--- config.mk ---
export PLATFORM = sky130hd
export DESIGN_NAME = backlight_brightness_control
export DESIGN_NICKNAME = d
export VERILOG_FILES = /design/src/shared/backlight_pkg.sv /design/src/rtl/pwm_duty_meter.sv /design/src/rtl/brightness_ramper.sv /design/src/rtl/backlight_brightness_control.sv
export SDC_FILE = /design/constraint.sdc
export NUM_CORES = 1
export LEC_CHECK = 0
export BUFFER_PORTS_ARGS = -buffer_cell sky130_fd_sc_hd__buf_2
export CAP_MARGIN = 20
export CELL_PAD_IN_SITES_DETAIL_PLACEMENT = 1
export CELL_PAD_IN_SITES_GLOBAL_PLACEMENT = 2
export CORE_UTILIZATION = 42
export DETAILED_ROUTE_END_ITERATION = 6
export HOLD_SLACK_MARGIN = 0.05
export MAX_ROUTING_LAYER = met4
export PLACE_DENSITY = 0.88
export SYNTH_ARGS = -nofsm -noshare
export SYNTH_HDL_FRONTEND = slang
export SYNTH_HIERARCHICAL = 1
export SYNTH_SLANG_ARGS = --single-unit
--- constraint.sdc ---
create_clock -name core_clk -period 10.63 [get_ports core_clk]
set_input_delay 2.126 -clock core_clk [delete_from_list [all_inputs] [get_ports core_clk]]
set_output_delay 2.126 -clock core_clk [all_outputs]
set_load 0.1 [all_outputs]
--- src/shared/backlight_pkg.sv ---
// package: register map, field layout, reset values and timing of the backlight control
package backlight_pkg;

  // ****************************************
  // register offsets
  // ****************************************
  localparam logic [7:0] ENABLE_CONTROL_ADDR = 8'h10;
  localparam logic [7:0] BRIGHTNESS_CONFIG_ADDR = 8'h11;
  localparam logic [7:0] PWM_SAMPLE_CONFIG_ADDR = 8'h12;
  localparam logic [7:0] BRIGHTNESS_CODE_HIGH_ADDR = 8'h18;
  localparam logic [7:0] BRIGHTNESS_CODE_LOW_ADDR = 8'h19;

  // ****************************************
  // field positions, write masks, reset values
  // ****************************************
  localparam int CHIP_EN_BIT = 0;
  localparam int STRING_EN_LSB = 1;
  localparam int MODE_LSB = 5;
  localparam int EXP_MAP_BIT = 7;
  localparam int RATE_LSB = 6;
  localparam logic [7:0] ENABLE_CONTROL_MASK = 8'h07;
  localparam logic [7:0] BRIGHTNESS_CONFIG_MASK = 8'hE0;
  localparam logic [7:0] PWM_SAMPLE_CONFIG_MASK = 8'hC0;
  localparam logic [7:0] CODE_HIGH_MASK = 8'h07;
  localparam logic [7:0] ENABLE_CONTROL_RST = 8'h07;
  localparam logic [7:0] BRIGHTNESS_CONFIG_RST = 8'h20;
  localparam logic [7:0] PWM_SAMPLE_CONFIG_RST = 8'h00;
  localparam logic [7:0] CODE_RST = 8'h00;

  localparam int CODE_W = 11;
  localparam int CURRENT_W = 25;
  localparam logic [10:0] CODE_MAX = 11'h7FF;

  typedef enum logic [1:0] {
    MODE_REGISTER = 2'b00,
    MODE_PWM = 2'b01,
    MODE_PRODUCT = 2'b10,
    MODE_PRODUCT_ALT = 2'b11
  } bright_mode_e;

  // ****************************************
  // timing
  // ****************************************
  localparam int CLK_PERIOD_NS = 10;
  localparam int SAMPLE_800K_NS = 1250;
  localparam int SAMPLE_4M_NS = 250;
  localparam int SAMPLE_24M_NS = 42;
  localparam logic [7:0] SAMPLE_DIV_800K = 8'(SAMPLE_800K_NS / CLK_PERIOD_NS);
  localparam logic [7:0] SAMPLE_DIV_4M = 8'(SAMPLE_4M_NS / CLK_PERIOD_NS);
  localparam logic [7:0] SAMPLE_DIV_24M = 8'(SAMPLE_24M_NS / CLK_PERIOD_NS);
  localparam int RAMP_FULL_SCALE_US = 2000;
  localparam int RAMP_STEP_CYCLES = (RAMP_FULL_SCALE_US * 1000) / (2047 * CLK_PERIOD_NS);
  localparam int PWM_TIMEOUT_SAMPLES = 65535;

  // ****************************************
  // current mapping constants, nA
  // ****************************************
  localparam logic [24:0] LIN_OFFSET_NA = 25'd37806;
  localparam logic [24:0] LIN_SLOPE_NA = 25'd12195;
  localparam logic [47:0] EXP_BASE_NA = 48'd50000;
  // log2(1.003040572) in Q16
  localparam logic [19:0] EXP_LOG2_Q16 = 20'd287;

  typedef struct packed {
    logic chip_en;
    logic [1:0] string_en;
    bright_mode_e mode;
    logic exp_map;
    logic [1:0] rate;
  } ctrl_s;

  typedef struct packed {
    logic [10:0] code;
    logic exp_map;
    logic [1:0] sink_on;
  } sink_s;

  typedef enum logic [2:0] {
    ST_IDLE = 3'b000,
    ST_ADDR = 3'b001,
    ST_ACK_A = 3'b011,
    ST_REG = 3'b010,
    ST_ACK_R = 3'b110,
    ST_WR = 3'b111,
    ST_ACK_W = 3'b101,
    ST_RD = 3'b100
  } i2c_state_e;

endpackage

--- src/rtl/pwm_duty_meter.sv ---
// sampled PWM duty-cycle meter producing an 11-bit code
`timescale 1ns/100ps
module pwm_duty_meter #(
  parameter int TIMEOUT_SAMPLES = backlight_pkg::PWM_TIMEOUT_SAMPLES
) (
  input wire logic core_clk,
  input wire logic reset_n,
  input wire logic enable,
  input wire logic sample_tick,
  input wire logic pwm_level,
  output logic [10:0] duty_code_q
);
  import backlight_pkg::*;

  logic prev_q;
  logic [19:0] high_q;
  logic [19:0] period_q;
  logic [19:0] rem_q;
  logic [19:0] den_q;
  logic [10:0] quo_q;
  logic [3:0] div_cnt_q;
  logic rise;
  logic [20:0] rem_sh;

  assign rise = sample_tick && pwm_level && !prev_q;
  assign rem_sh = {rem_q, 1'b0};

  // duty = high/period by restoring division, one quotient bit a cycle
  always_ff @(posedge core_clk or negedge reset_n)
  begin
    if (!reset_n)
    begin
      prev_q <= 1'b0;
      high_q <= '0;
      period_q <= '0;
      rem_q <= '0;
      den_q <= '0;
      quo_q <= '0;
      div_cnt_q <= '0;
      duty_code_q <= '0;
    end
    else if (!enable)
    begin
      prev_q <= 1'b0;
      high_q <= '0;
      period_q <= '0;
      den_q <= '0;
      div_cnt_q <= '0;
      duty_code_q <= '0;
    end
    else
    begin
      if (sample_tick)
        prev_q <= pwm_level;
      if (rise && period_q != '0)
      begin
        rem_q <= high_q;
        den_q <= period_q;
        quo_q <= '0;
        div_cnt_q <= 4'd11;
        high_q <= 20'd1;
        period_q <= 20'd1;
      end
      else if (sample_tick)
      begin
        // no edge for too long: a steady level means 0% or 100%
        if (period_q >= 20'(TIMEOUT_SAMPLES))
        begin
          duty_code_q <= pwm_level ? CODE_MAX : 11'h000;
          high_q <= '0;
          period_q <= '0;
        end
        else
        begin
          period_q <= period_q + 20'd1;
          high_q <= high_q + 20'(pwm_level);
        end
      end
      if (div_cnt_q != '0)
      begin
        if (rem_sh >= {1'b0, den_q})
        begin
          rem_q <= 20'(rem_sh - {1'b0, den_q});
          quo_q <= {quo_q[9:0], 1'b1};
        end
        else
        begin
          rem_q <= rem_sh[19:0];
          quo_q <= {quo_q[9:0], 1'b0};
        end
        div_cnt_q <= div_cnt_q - 4'd1;
      end
      else if (den_q != '0 && !(rise && period_q != '0))
      begin
        // high == period gives a 2048 result; clamp to full scale
        duty_code_q <= (rem_q == den_q) ? CODE_MAX : quo_q;
        den_q <= '0;
      end
    end
  end

endmodule

--- src/rtl/brightness_ramper.sv ---
// ramper slewing the applied code toward the selected target
`timescale 1ns/100ps
module brightness_ramper #(
  parameter int STEP_CYCLES = backlight_pkg::RAMP_STEP_CYCLES
) (
  input wire logic core_clk,
  input wire logic reset_n,
  input wire logic clear,
  input wire logic [10:0] target,
  output logic [10:0] code_q
);
  import backlight_pkg::*;

  logic [15:0] tick_q;

  always_ff @(posedge core_clk or negedge reset_n)
  begin
    if (!reset_n)
    begin
      tick_q <= '0;
      code_q <= '0;
    end
    else if (clear)
    begin
      tick_q <= '0;
      code_q <= '0;
    end
    else if (tick_q >= 16'(STEP_CYCLES - 1))
    begin
      tick_q <= '0;
      // one code per step: full scale takes about 2 ms
      if (code_q < target)
        code_q <= code_q + 11'd1;
      else if (code_q > target)
        code_q <= code_q - 11'd1;
    end
    else
      tick_q <= tick_q + 16'd1;
  end
endmodule

--- src/rtl/backlight_brightness_control.sv ---
// top: enable, register file over I2C, brightness source select, ramp and current mapping
`timescale 1ns/100ps
module backlight_brightness_control #(
  // arbitrary default, set per board
  parameter logic [6:0] I2C_ADDR = 7'h2A,
  parameter int RAMP_STEP = backlight_pkg::RAMP_STEP_CYCLES,
  parameter int PWM_TIMEOUT = backlight_pkg::PWM_TIMEOUT_SAMPLES
) (
  input wire logic core_clk,
  input wire logic reset_n,
  input wire logic hw_master_enable_pin,
  input wire logic pwm_in,
  input wire logic scl_in,
  input wire logic sda_in,
  output logic sda_out_q,
  output logic sda_oe_q,
  output backlight_pkg::sink_s sink_out_q,
  output logic [backlight_pkg::CURRENT_W-1:0] led_current_na_q,
  output logic shutdown_q,
  output logic standby_q
);
  import backlight_pkg::*;

  // ****************************************
  // input synchronisers
  // ****************************************
  logic [3:0] sync1_q;
  logic [3:0] sync2_q;
  logic [1:0] i2c_prev_q;
  logic hw_master_enable_pin_s;
  logic pwm_s;
  logic scl_s;
  logic sda_s;

  always_ff @(posedge core_clk or negedge reset_n)
  begin
    if (!reset_n)
    begin
      // bus lines idle high: no false edge seen once reset lets go
      sync1_q <= 4'h3;
      sync2_q <= 4'h3;
      i2c_prev_q <= 2'b11;
    end
    else
    begin
      sync1_q <= {hw_master_enable_pin, pwm_in, scl_in, sda_in};
      sync2_q <= sync1_q;
      i2c_prev_q <= sync2_q[1:0];
    end
  end

  assign hw_master_enable_pin_s = sync2_q[3];
  assign pwm_s = sync2_q[2];
  assign scl_s = sync2_q[1];
  assign sda_s = sync2_q[0];

  logic scl_rise;
  logic scl_fall;
  logic i2c_start;
  logic i2c_stop;

  assign scl_rise = scl_s && !i2c_prev_q[1];
  assign scl_fall = !scl_s && i2c_prev_q[1];
  assign i2c_start = scl_s && i2c_prev_q[1] && !sda_s && i2c_prev_q[0];
  assign i2c_stop = scl_s && i2c_prev_q[1] && sda_s && !i2c_prev_q[0];

  // ****************************************
  // register file
  // ****************************************
  logic [7:0] enable_control_q;
  logic [7:0] brightness_config_q;
  logic [7:0] pwm_sample_config_q;
  logic [7:0] brightness_code_high_q;
  logic [7:0] brightness_code_low_q;
  logic wr_q;
  logic [7:0] wr_addr_q;
  logic [7:0] wr_data_q;
  ctrl_s ctrl;
  logic [10:0] reg_code;

  function automatic logic [7:0] read_reg(input logic [7:0] addr);
    logic [7:0] val;
    val = 8'h00;
    case (addr)
      ENABLE_CONTROL_ADDR: val = enable_control_q;
      BRIGHTNESS_CONFIG_ADDR: val = brightness_config_q;
      PWM_SAMPLE_CONFIG_ADDR: val = pwm_sample_config_q;
      BRIGHTNESS_CODE_HIGH_ADDR: val = brightness_code_high_q;
      BRIGHTNESS_CODE_LOW_ADDR: val = brightness_code_low_q;
      default: val = 8'h00;
    endcase
    return val;
  endfunction

  always_ff @(posedge core_clk or negedge reset_n)
  begin
    if (!reset_n)
    begin
      enable_control_q <= ENABLE_CONTROL_RST;
      brightness_config_q <= BRIGHTNESS_CONFIG_RST;
      pwm_sample_config_q <= PWM_SAMPLE_CONFIG_RST;
      brightness_code_high_q <= CODE_RST;
      brightness_code_low_q <= CODE_RST;
    end
    else if (!hw_master_enable_pin_s)
    begin
      enable_control_q <= ENABLE_CONTROL_RST;
      brightness_config_q <= BRIGHTNESS_CONFIG_RST;
      pwm_sample_config_q <= PWM_SAMPLE_CONFIG_RST;
      brightness_code_high_q <= CODE_RST;
      brightness_code_low_q <= CODE_RST;
    end
    else if (wr_q)
    begin
      // standby leaves every value untouched; only writes and a low enable pin (which restores the reset values) change them
      case (wr_addr_q)
        ENABLE_CONTROL_ADDR: enable_control_q <= wr_data_q & ENABLE_CONTROL_MASK;
        BRIGHTNESS_CONFIG_ADDR: brightness_config_q <= wr_data_q & BRIGHTNESS_CONFIG_MASK;
        PWM_SAMPLE_CONFIG_ADDR: pwm_sample_config_q <= wr_data_q & PWM_SAMPLE_CONFIG_MASK;
        BRIGHTNESS_CODE_HIGH_ADDR: brightness_code_high_q <= wr_data_q & CODE_HIGH_MASK;
        BRIGHTNESS_CODE_LOW_ADDR: brightness_code_low_q <= wr_data_q;
        default: ;
      endcase
    end
  end

  assign ctrl.chip_en = enable_control_q[CHIP_EN_BIT];
  assign ctrl.string_en = enable_control_q[STRING_EN_LSB +: 2];
  assign ctrl.mode = bright_mode_e'(brightness_config_q[MODE_LSB +: 2]);
  assign ctrl.exp_map = brightness_config_q[EXP_MAP_BIT];
  assign ctrl.rate = pwm_sample_config_q[RATE_LSB +: 2];
  assign reg_code = {brightness_code_high_q[2:0], brightness_code_low_q};

  // ****************************************
  // I2C target
  // ****************************************
  i2c_state_e st_q;
  logic [3:0] bit_q;
  logic [7:0] shift_q;
  logic [7:0] ptr_q;
  logic [7:0] tx_q;
  logic rw_q;

  // the bus is ignored entirely while the enable pin is low
  always_ff @(posedge core_clk or negedge reset_n)
  begin
    if (!reset_n)
    begin
      st_q <= ST_IDLE;
      bit_q <= '0;
      shift_q <= '0;
      ptr_q <= '0;
      tx_q <= '0;
      rw_q <= 1'b0;
      sda_oe_q <= 1'b0;
      wr_q <= 1'b0;
      wr_addr_q <= '0;
      wr_data_q <= '0;
    end
    else if (!hw_master_enable_pin_s)
    begin
      st_q <= ST_IDLE;
      bit_q <= '0;
      sda_oe_q <= 1'b0;
      wr_q <= 1'b0;
    end
    else
    begin
      wr_q <= 1'b0;
      if (i2c_stop)
      begin
        st_q <= ST_IDLE;
        sda_oe_q <= 1'b0;
      end
      else if (i2c_start)
      begin
        st_q <= ST_ADDR;
        bit_q <= '0;
        sda_oe_q <= 1'b0;
      end
      else if (scl_rise)
      begin
        case (st_q)
          ST_ADDR, ST_REG, ST_WR:
          begin
            shift_q <= {shift_q[6:0], sda_s};
            bit_q <= bit_q + 4'd1;
          end
          ST_RD:
          begin
            if (bit_q != 4'd8)
              bit_q <= bit_q + 4'd1;
            else if (sda_s)
              st_q <= ST_IDLE;
            else
            begin
              ptr_q <= ptr_q + 8'd1;
              tx_q <= read_reg(ptr_q + 8'd1);
              bit_q <= '0;
            end
          end
          default: ;
        endcase
      end
      else if (scl_fall)
      begin
        case (st_q)
          ST_ADDR:
          begin
            if (bit_q == 4'd8)
            begin
              if (shift_q[7:1] == I2C_ADDR)
              begin
                st_q <= ST_ACK_A;
                rw_q <= shift_q[0];
                tx_q <= read_reg(ptr_q);
                sda_oe_q <= 1'b1;
              end
              else
                st_q <= ST_IDLE;
            end
          end
          ST_ACK_A:
          begin
            bit_q <= '0;
            st_q <= rw_q ? ST_RD : ST_REG;
            sda_oe_q <= rw_q ? !tx_q[7] : 1'b0;
          end
          ST_REG:
          begin
            if (bit_q == 4'd8)
            begin
              ptr_q <= shift_q;
              st_q <= ST_ACK_R;
              sda_oe_q <= 1'b1;
            end
          end
          ST_ACK_R, ST_ACK_W:
          begin
            bit_q <= '0;
            st_q <= ST_WR;
            sda_oe_q <= 1'b0;
          end
          ST_WR:
          begin
            if (bit_q == 4'd8)
            begin
              wr_q <= 1'b1;
              wr_addr_q <= ptr_q;
              wr_data_q <= shift_q;
              ptr_q <= ptr_q + 8'd1;
              st_q <= ST_ACK_W;
              sda_oe_q <= 1'b1;
            end
          end
          ST_RD:
          begin
            if (bit_q < 4'd8)
              sda_oe_q <= !tx_q[3'(4'd7 - bit_q)];
            else
              sda_oe_q <= 1'b0;
          end
          default: st_q <= ST_IDLE;
        endcase
      end
    end
  end

  // open drain: only ever pulls low
  always_ff @(posedge core_clk or negedge reset_n)
  begin
    if (!reset_n)
      sda_out_q <= 1'b0;
    else
      sda_out_q <= 1'b0;
  end

  // ****************************************
  // PWM sampling and source selection
  // ****************************************
  logic [7:0] sdiv_q;
  logic sample_tick_q;
  logic [7:0] sdiv_max;
  logic [10:0] duty_code;
  logic [10:0] target;
  logic [10:0] ramp_code;
  logic dev_on;
  logic [21:0] product;

  assign sdiv_max = (ctrl.rate == 2'b00) ? SAMPLE_DIV_800K :
                    (ctrl.rate == 2'b01) ? SAMPLE_DIV_4M : SAMPLE_DIV_24M;

  always_ff @(posedge core_clk or negedge reset_n)
  begin
    if (!reset_n)
    begin
      sdiv_q <= '0;
      sample_tick_q <= 1'b0;
    end
    else if (sdiv_q >= sdiv_max - 8'd1)
    begin
      sdiv_q <= '0;
      sample_tick_q <= 1'b1;
    end
    else
    begin
      sdiv_q <= sdiv_q + 8'd1;
      sample_tick_q <= 1'b0;
    end
  end

  assign dev_on = hw_master_enable_pin_s && ctrl.chip_en;

  pwm_duty_meter #(
    .TIMEOUT_SAMPLES(PWM_TIMEOUT)
  ) u_meter (
    .core_clk(core_clk),
    .reset_n(reset_n),
    .enable(dev_on),
    .sample_tick(sample_tick_q),
    .pwm_level(pwm_s),
    .duty_code_q(duty_code)
  );

  assign product = 22'(reg_code) * 22'(duty_code);

  always_comb
  begin
    case (ctrl.mode)
      MODE_REGISTER: target = reg_code;
      MODE_PWM: target = duty_code;
      default: target = product[21:11];
    endcase
  end

  brightness_ramper #(
    .STEP_CYCLES(RAMP_STEP)
  ) u_ramp (
    .core_clk(core_clk),
    .reset_n(reset_n),
    .clear(!dev_on),
    .target(target),
    .code_q(ramp_code)
  );

  // ****************************************
  // current mapping and sink drive
  // ****************************************
  function automatic logic [24:0] lin_current(input logic [10:0] code);
    return 25'(LIN_OFFSET_NA + LIN_SLOPE_NA * 25'(code));
  endfunction

  // 2^frac taken as 1+frac: a few percent high mid-octave, exact at octave points
  function automatic logic [24:0] exp_current(input logic [10:0] code);
    logic [19:0] e;
    logic [47:0] m;
    e = 20'(code) * EXP_LOG2_Q16;
    m = EXP_BASE_NA * (48'h10000 + 48'(e[15:0]));
    m = m << e[19:16];
    return m[40:16];
  endfunction

  logic [1:0] sink_on_d;

  assign sink_on_d = dev_on ? ctrl.string_en : 2'b00;

  always_ff @(posedge core_clk or negedge reset_n)
  begin
    if (!reset_n)
    begin
      sink_out_q <= '0;
      led_current_na_q <= '0;
      shutdown_q <= 1'b1;
      standby_q <= 1'b0;
    end
    else
    begin
      sink_out_q.sink_on <= sink_on_d;
      sink_out_q.code <= (sink_on_d != 2'b00) ? ramp_code : 11'h000;
      sink_out_q.exp_map <= ctrl.exp_map;
      if (sink_on_d == 2'b00 || ramp_code == 11'h000)
        led_current_na_q <= '0;
      else if (ctrl.exp_map)
        led_current_na_q <= exp_current(ramp_code);
      else
        led_current_na_q <= lin_current(ramp_code);
      shutdown_q <= !dev_on;
      standby_q <= dev_on && (ctrl.string_en == 2'b00 ||
                   (target == 11'h000 && ramp_code == 11'h000));
    end
  end
endmodule

==> results of run 1 <==
## layout make-up
cell class	instances	area, sq um	share of cell area
multi-input cells	2331	19700	0.643
flip-flops and latches	263	6600	0.215
inverters	421	1580	0.0515
well taps	864	1080	0.0353
clock buffers	46	957	0.0312
repair buffers	81	513	0.0167
clock inverters	13	194	0.00632
diodes	4	10.0	0.000326
## registers in the layout, indices dropped and copies added, names as in the netlist, 8 cells and up
signal	flops
u_ramp/code_q	11
u_meter/den_q	20
brightness_code_low_q	8
shift_q	8
led_current_na_q	25
u_meter/high_q	20
sdiv_q	8
u_meter/duty_code_q	11
u_meter/quo_q	11
tx_q	8
u_ramp/tick_q	16
wr_data_q	8
u_meter/period_q	20
ptr_q	8
wr_addr_q	8
sink_out_q	14
u_meter/rem_q	20
## placed cells by master, fill, tap and decap left out, types with 40 or more instances in the layout
cell type	n
nand3_1	61
fa_1	213
inv_1	420
nand2_1	240
dfrtp_1	248
a21o_1	43
nor3_1	68
xnor2_1	69
xor2_1	66
mux2_2	40
buf_2	46
o21ai_0	111
ha_1	346
nor2_1	212
mux2i_1	101
and2_1	66
a21oi_1	170
## metrics by stage
step	area, sq um	util
after global routing	30700	0.463
after floorplan	28400	-
after global placement	29500	0.445
after CTS	30600	0.463
after detailed placement	29500	0.445
final	30700	0.463
## cell families (layout without fill, tap and decap cells)
| group | count (synthesis) | count (layout) | synth area share |
|---|---|---|---|
| other | 3 | 15 | 0.000397 |
| xor gates and xnor gates | 135 | 135 | 0.0417 |
| muxes | 144 | 144 | 0.0540 |
| buffers and inverters | 548 | 561 | 0.0740 |
| AOI/OAI and AO/OA | 622 | 622 | 0.146 |
| adders and majority gates | 559 | 559 | 0.303 |
| and+or+nand+nor | 860 | 860 | 0.148 |
| DFF | 263 | 263 | 0.233 |
## routing by layer
| layer | wire [um] | up-vias | global-route usage |
|---|---|---|---|
| li1 | - | 10700 | - |
| met1 | 38600 | 11700 | 0.336 |
| met2 | 41500 | 360 | 0.434 |
| met3 | 2800 | 97 | 0.0326 |
| met4 | 1810 | 0 | 0.0631 |
| met5 | 0 | - | - |
## repair_timing
item | 4_1_cts | 5_1_grt
hold buffers | 0 | 0
resized for setup | 0 | 6
setup endpoints to repair | 0 | 17
## final timing paths
check                                 startpoint                endpoint  cells past startpoint  slack (ns)
worst max-delay path            u_ramp/code_q[9]    led_current_na_q[22]                     33        0.67
worst min-delay path                  sync1_q[2]              sync2_q[2]                      0        0.36
worst max register to register  u_ramp/code_q[9]    led_current_na_q[22]                     33        0.67
worst min register to register        sync1_q[2]              sync2_q[2]                      0        0.36
max in group asynchronous                reset_n  u_meter/duty_code_q[4]                      2        7.49
min in group asynchronous                reset_n                 st_q[0]                      1        1.65
==> flow_summary.ini, run 1 <==
[setup_path]
critPathBufInv = 8
critical_path.slowest_cell = fa_1
worstPathArrival_ns = 10.39
path_common_cell = inv_1
required_ns = 11.06
crit_path_start_kind = flop
cp_top_family = adder cells
crit_path_max_incr_delay_ns = 0.60
crit_type = reg -> reg
cp-end-kind = flop
crit_fanout = 13

[clocking]
cts_buffers = 34
cts_tree = yes
clockRootBuffer = clkbuf_16
clkSinkCount = 263
insertion_delay_ns = 0.55
clk_path_buf_depth = 3
htree_levels = 2
cts_setup_buffers = 0
path_clk_slew_ns = 0.06

[drt]
ant_nets = 0
via_per_inst = 5.69
drtPass1Iterations = 5
num_vias = 22900
drt-total-wl_mm = 84.7
drt-wirelength-per-cell_um = 21.1
drc = 0
first_iter_violations = 1295

[synth]
ys_top_cells_by_area = dfrtp_1 22%, ha_1 15%, fa_1 15%
yosys-top-cells-count = 420 x inv_1, 346 x ha_1, 252 x dfrtp_1
yosys.area.top_type = dfrtp_1
synth-seq-cells = 263
syn_area_sq_um = 28300
avgSynthCellArea_sq_um = 9.04
synth_seq_area_share = 0.233
synthCells = 3134
yosys_most_used_dff = dfrtp_1
synthDominantCellAreaShare = 0.223
yosys_warnings = 6
ys_types = 99
synth_edf_count = 0
async_flop_share = 1.00
synth.most_common_cell = inv_1

[timing]
holdWs_ns = 0.357
slew_headroom = 0.294
fin_crit_ns = 9.96
grt_setup_unrepaired = false
post-route-period-util = 0.937
slew_violations = 0
max_freq_mhz = 100
setup_viol = 0
setup_ws_ns = 0.667
worstMarginPinSlew_ns = 1.06
setup_tns_ns = 0
final_hold_viol_count = 0
finClkSkew_ns = 0.0314

[cells_and_area]
fillers = 7660
fin_cells = 4023
syn_to_final_growth_pct = 8.21
drive_gt1_frac = 0.0742
final_nets = 3697

[die]
start_util = 0.428
ios = 49
fp.dieW_um = 262
core_area_sq_um = 66200
rows = 94
die_h_um = 262
die-area_sq_um = 68500

[grt]
antenna_found_initial = 4
grt_use_total = 0.261
grt_pass1_vias = 25000
grt_max_degree = 160
grt_pass1_wl_mm = 137
overflow = 0

[place]
portBuffers = 47
post-place-ws_ns = 0.396
dpl.hpwl_mm = 67.1
dp_cells = 3959
gp_congestion = 0.902

[job]
maxCapViolations = 0

[min_path]
hold_class = reg -> reg

[outcome]
outcome = finished, final reports clean
Power of run 1 is left out: the tool's default activity adds up to more than one toggle a clock period on the data nets, which glitch-free logic cannot reach.
==> run 2: changes to the inputs <==
--- a/config.mk
+++ b/config.mk
@@ -5,11 +5,12 @@
 export SDC_FILE = /design/constraint.sdc
 export NUM_CORES = 1
 export LEC_CHECK = 0
-export BUFFER_PORTS_ARGS = -buffer_cell sky130_fd_sc_hd__buf_2
-export CAP_MARGIN = 20
+export ABC_AREA = 1
+export BUFFER_PORTS_ARGS = -buffer_cell sky130_fd_sc_hd__buf_4
+export CAP_MARGIN = 30
 export CELL_PAD_IN_SITES_DETAIL_PLACEMENT = 1
 export CELL_PAD_IN_SITES_GLOBAL_PLACEMENT = 2
-export CORE_UTILIZATION = 42
+export CORE_UTILIZATION = 39
 export DETAILED_ROUTE_END_ITERATION = 6
 export HOLD_SLACK_MARGIN = 0.05
 export MAX_ROUTING_LAYER = met4
==> flow_summary.ini, run 2 <==
[outcome]
outcome = finished, final reports clean

[die]
fp.dieW_um = 282
die_h_um = 282
rows = 102
core_area_sq_um = 77300
die-area_sq_um = 79300
start_util = 0.394
ios = 49

[cells_and_area]
seqCellArea_sq_um = 6600
multiInputGateArea_sq_um = 20200
final_cell_mix = 1009 x nand2_1, 827 x inv_1, 400 x nand3_1
fillers = 9895
final_nets = 4798
syn_to_final_growth_pct = 7.86
fin_cells = 5298
largest_reg_flops = 25
stdcell_area_sq_um = 32900
largest-register = led_current_na_q
mostFrequentLayoutCell = nand2_1
drive_gt1_frac = 0.0507

[clocking]
cts_setup_buffers = 0
cts_buffers = 35
path_clk_slew_ns = 0.06
cts_tree = yes
hold_buffers = 0
ctsResizeCount = 0
clockRootBuffer = clkbuf_16
clkSinkCount = 263
clk_path_buf_depth = 3
htree_levels = 2
insertion_delay_ns = 0.59

[min_path]
hold_class = reg -> reg
worstHoldPathCells = 0
whs_endpoint = sync2_q[3]
hold_start = sync1_q[3]

[synth]
ys_top_cells_by_area = dfrtp_1 21%, ha_1 14%, fa_1 14%
syn_area_sq_um = 30500
synth-seq-cells = 263
ys_types = 63
synth_seq_area_share = 0.216
yosys_warnings = 6
avgSynthCellArea_sq_um = 7.21
yosys_most_used_dff = dfrtp_1
yosys.area.top_type = dfrtp_1
yosys-top-cells-count = 1009 x nand2_1, 827 x inv_1, 400 x nand3_1
synthCells = 4229
synthDominantCellAreaShare = 0.207
async_flop_share = 1.00
synth_edf_count = 0
synth.most_common_cell = nand2_1

[job]
maxCapViolations = 0

[setup_path]
crit_path_start_kind = flop
r2r_end = led_current_na_q[24]
crit_path_max_incr_delay_ns = 0.71
worstPathArrival_ns = 10.08
required_ns = 11.06
critical_path.slowest_cell = dfrtp_1
path_common_cell = inv_1
r2r_slack_ns = 0.98
crit_type = reg -> reg
worstRegToRegCells = 35
r2r-start = u_ramp/code_q[9]
cp-end-kind = flop
crit_fanout = 13

[grt]
grt_max_degree = 104
grt_pass1_wl_mm = 156
grt_pass1_vias = 28600
antenna_found_initial = 2
grt_use_total = 0.254
overflow = 0

[drt]
num_vias = 27300
ant_nets = 0
drc = 0
drtPass1Iterations = 5
via_per_inst = 5.15
drt-total-wl_mm = 95.9
first_iter_violations = 1332
drt-wirelength-per-cell_um = 18.1

[timing]
holdWs_ns = 0.352
max_freq_mhz = 104
setup_viol = 0
worstMarginPinSlew_ns = 0.918
slew_violations = 0
post-route-period-util = 0.908
final_hold_viol_count = 0
setup_tns_ns = 0
grt_setup_unrepaired = false
finClkSkew_ns = 0.0372
slew_headroom = 0.379
fin_crit_ns = 9.65

[place]
place_area_sq_um = 31800
portBuffers = 47
gp_congestion = 0.914
dp_cells = 5236
dpl.hpwl_mm = 77.1
==> run 2: cell types whose count changed after synthesis, sizes merged, moves of 76 or more <==
cell / before / now
mux2i: 101 / 1
nand3: 61 / 411
inv: 420 / 836
o21ai: 117 / 193
nand2: 240 / 1030
nor2: 212 / 327
==> run 2: worst max path at each step <==
stage | slack [ns] | end | from
floorplan | 2.43 | led_current_na_q[24] | u_ramp/code_q[10]
global placement | 1.29 | led_current_na_q[24] | u_ramp/code_q[9]
detailed placement | 1.11 | led_current_na_q[5] | u_ramp/code_q[9]
CTS | 1.05 | led_current_na_q[24] | u_ramp/code_q[9]
global route | 0.43 | led_current_na_q[20] | u_ramp/code_q[9]
finish | 0.98 | led_current_na_q[24] | u_ramp/code_q[9]
==> run 2: logic make-up after synthesis <==
kind of cell               count (synthesis)  share of synthesized area
and+or+nand+nor                         1938                      0.276
DFF                                      263                      0.216
xor gates and xnor gates                  75                     0.0215
AOI/OAI and AO/OA                        444                     0.0816
buffers and inverters                    946                      0.122
adders and majority gates                559                      0.282
muxes                                      1                   0.000328
other                                      3                   0.000369
==> run 2: critical path, delay by kind of cell (launching register included) <==
family / cells / cell delay (ns)
buffers and inverters: 8 / 0.86
XOR/XNOR: 1 / 0.45
AND/OR/NAND/NOR: 12 / 1.75
AO/OA/AOI/OAI: 3 / 0.58
adder cells (fa/ha/maj): 11 / 5.16
flip-flops: 1 / 0.71
==> run 2: final cells by class <==
class	count	share of cell area
diodes	1	0.0000761
clock buffers	51	0.0306
clock inverters	10	0.00377
inverters	838	0.0957
multi-input cells	3028	0.614
flip-flops and latches	263	0.201
well taps	1040	0.0396
repair buffers	67	0.0155
==> run 2: layer usage <==
layer,track usage,wire [um],vias up
met4,0.0662,2440,0
met5,-,0,-
met1,0.325,44400,13500
met3,0.0257,2760,120
met2,0.428,46300,350
li1,-,-,13300
==> run 2: per-stage QoR <==
step,setup WS [ns],utilization
final,0.983,0.425
after detailed placement,1.11,0.411
after global placement,1.29,0.411
after global routing,0.425,0.425
after CTS,1.05,0.425
after floorplan,2.43,-
Power of run 2 is left out for the same reason.
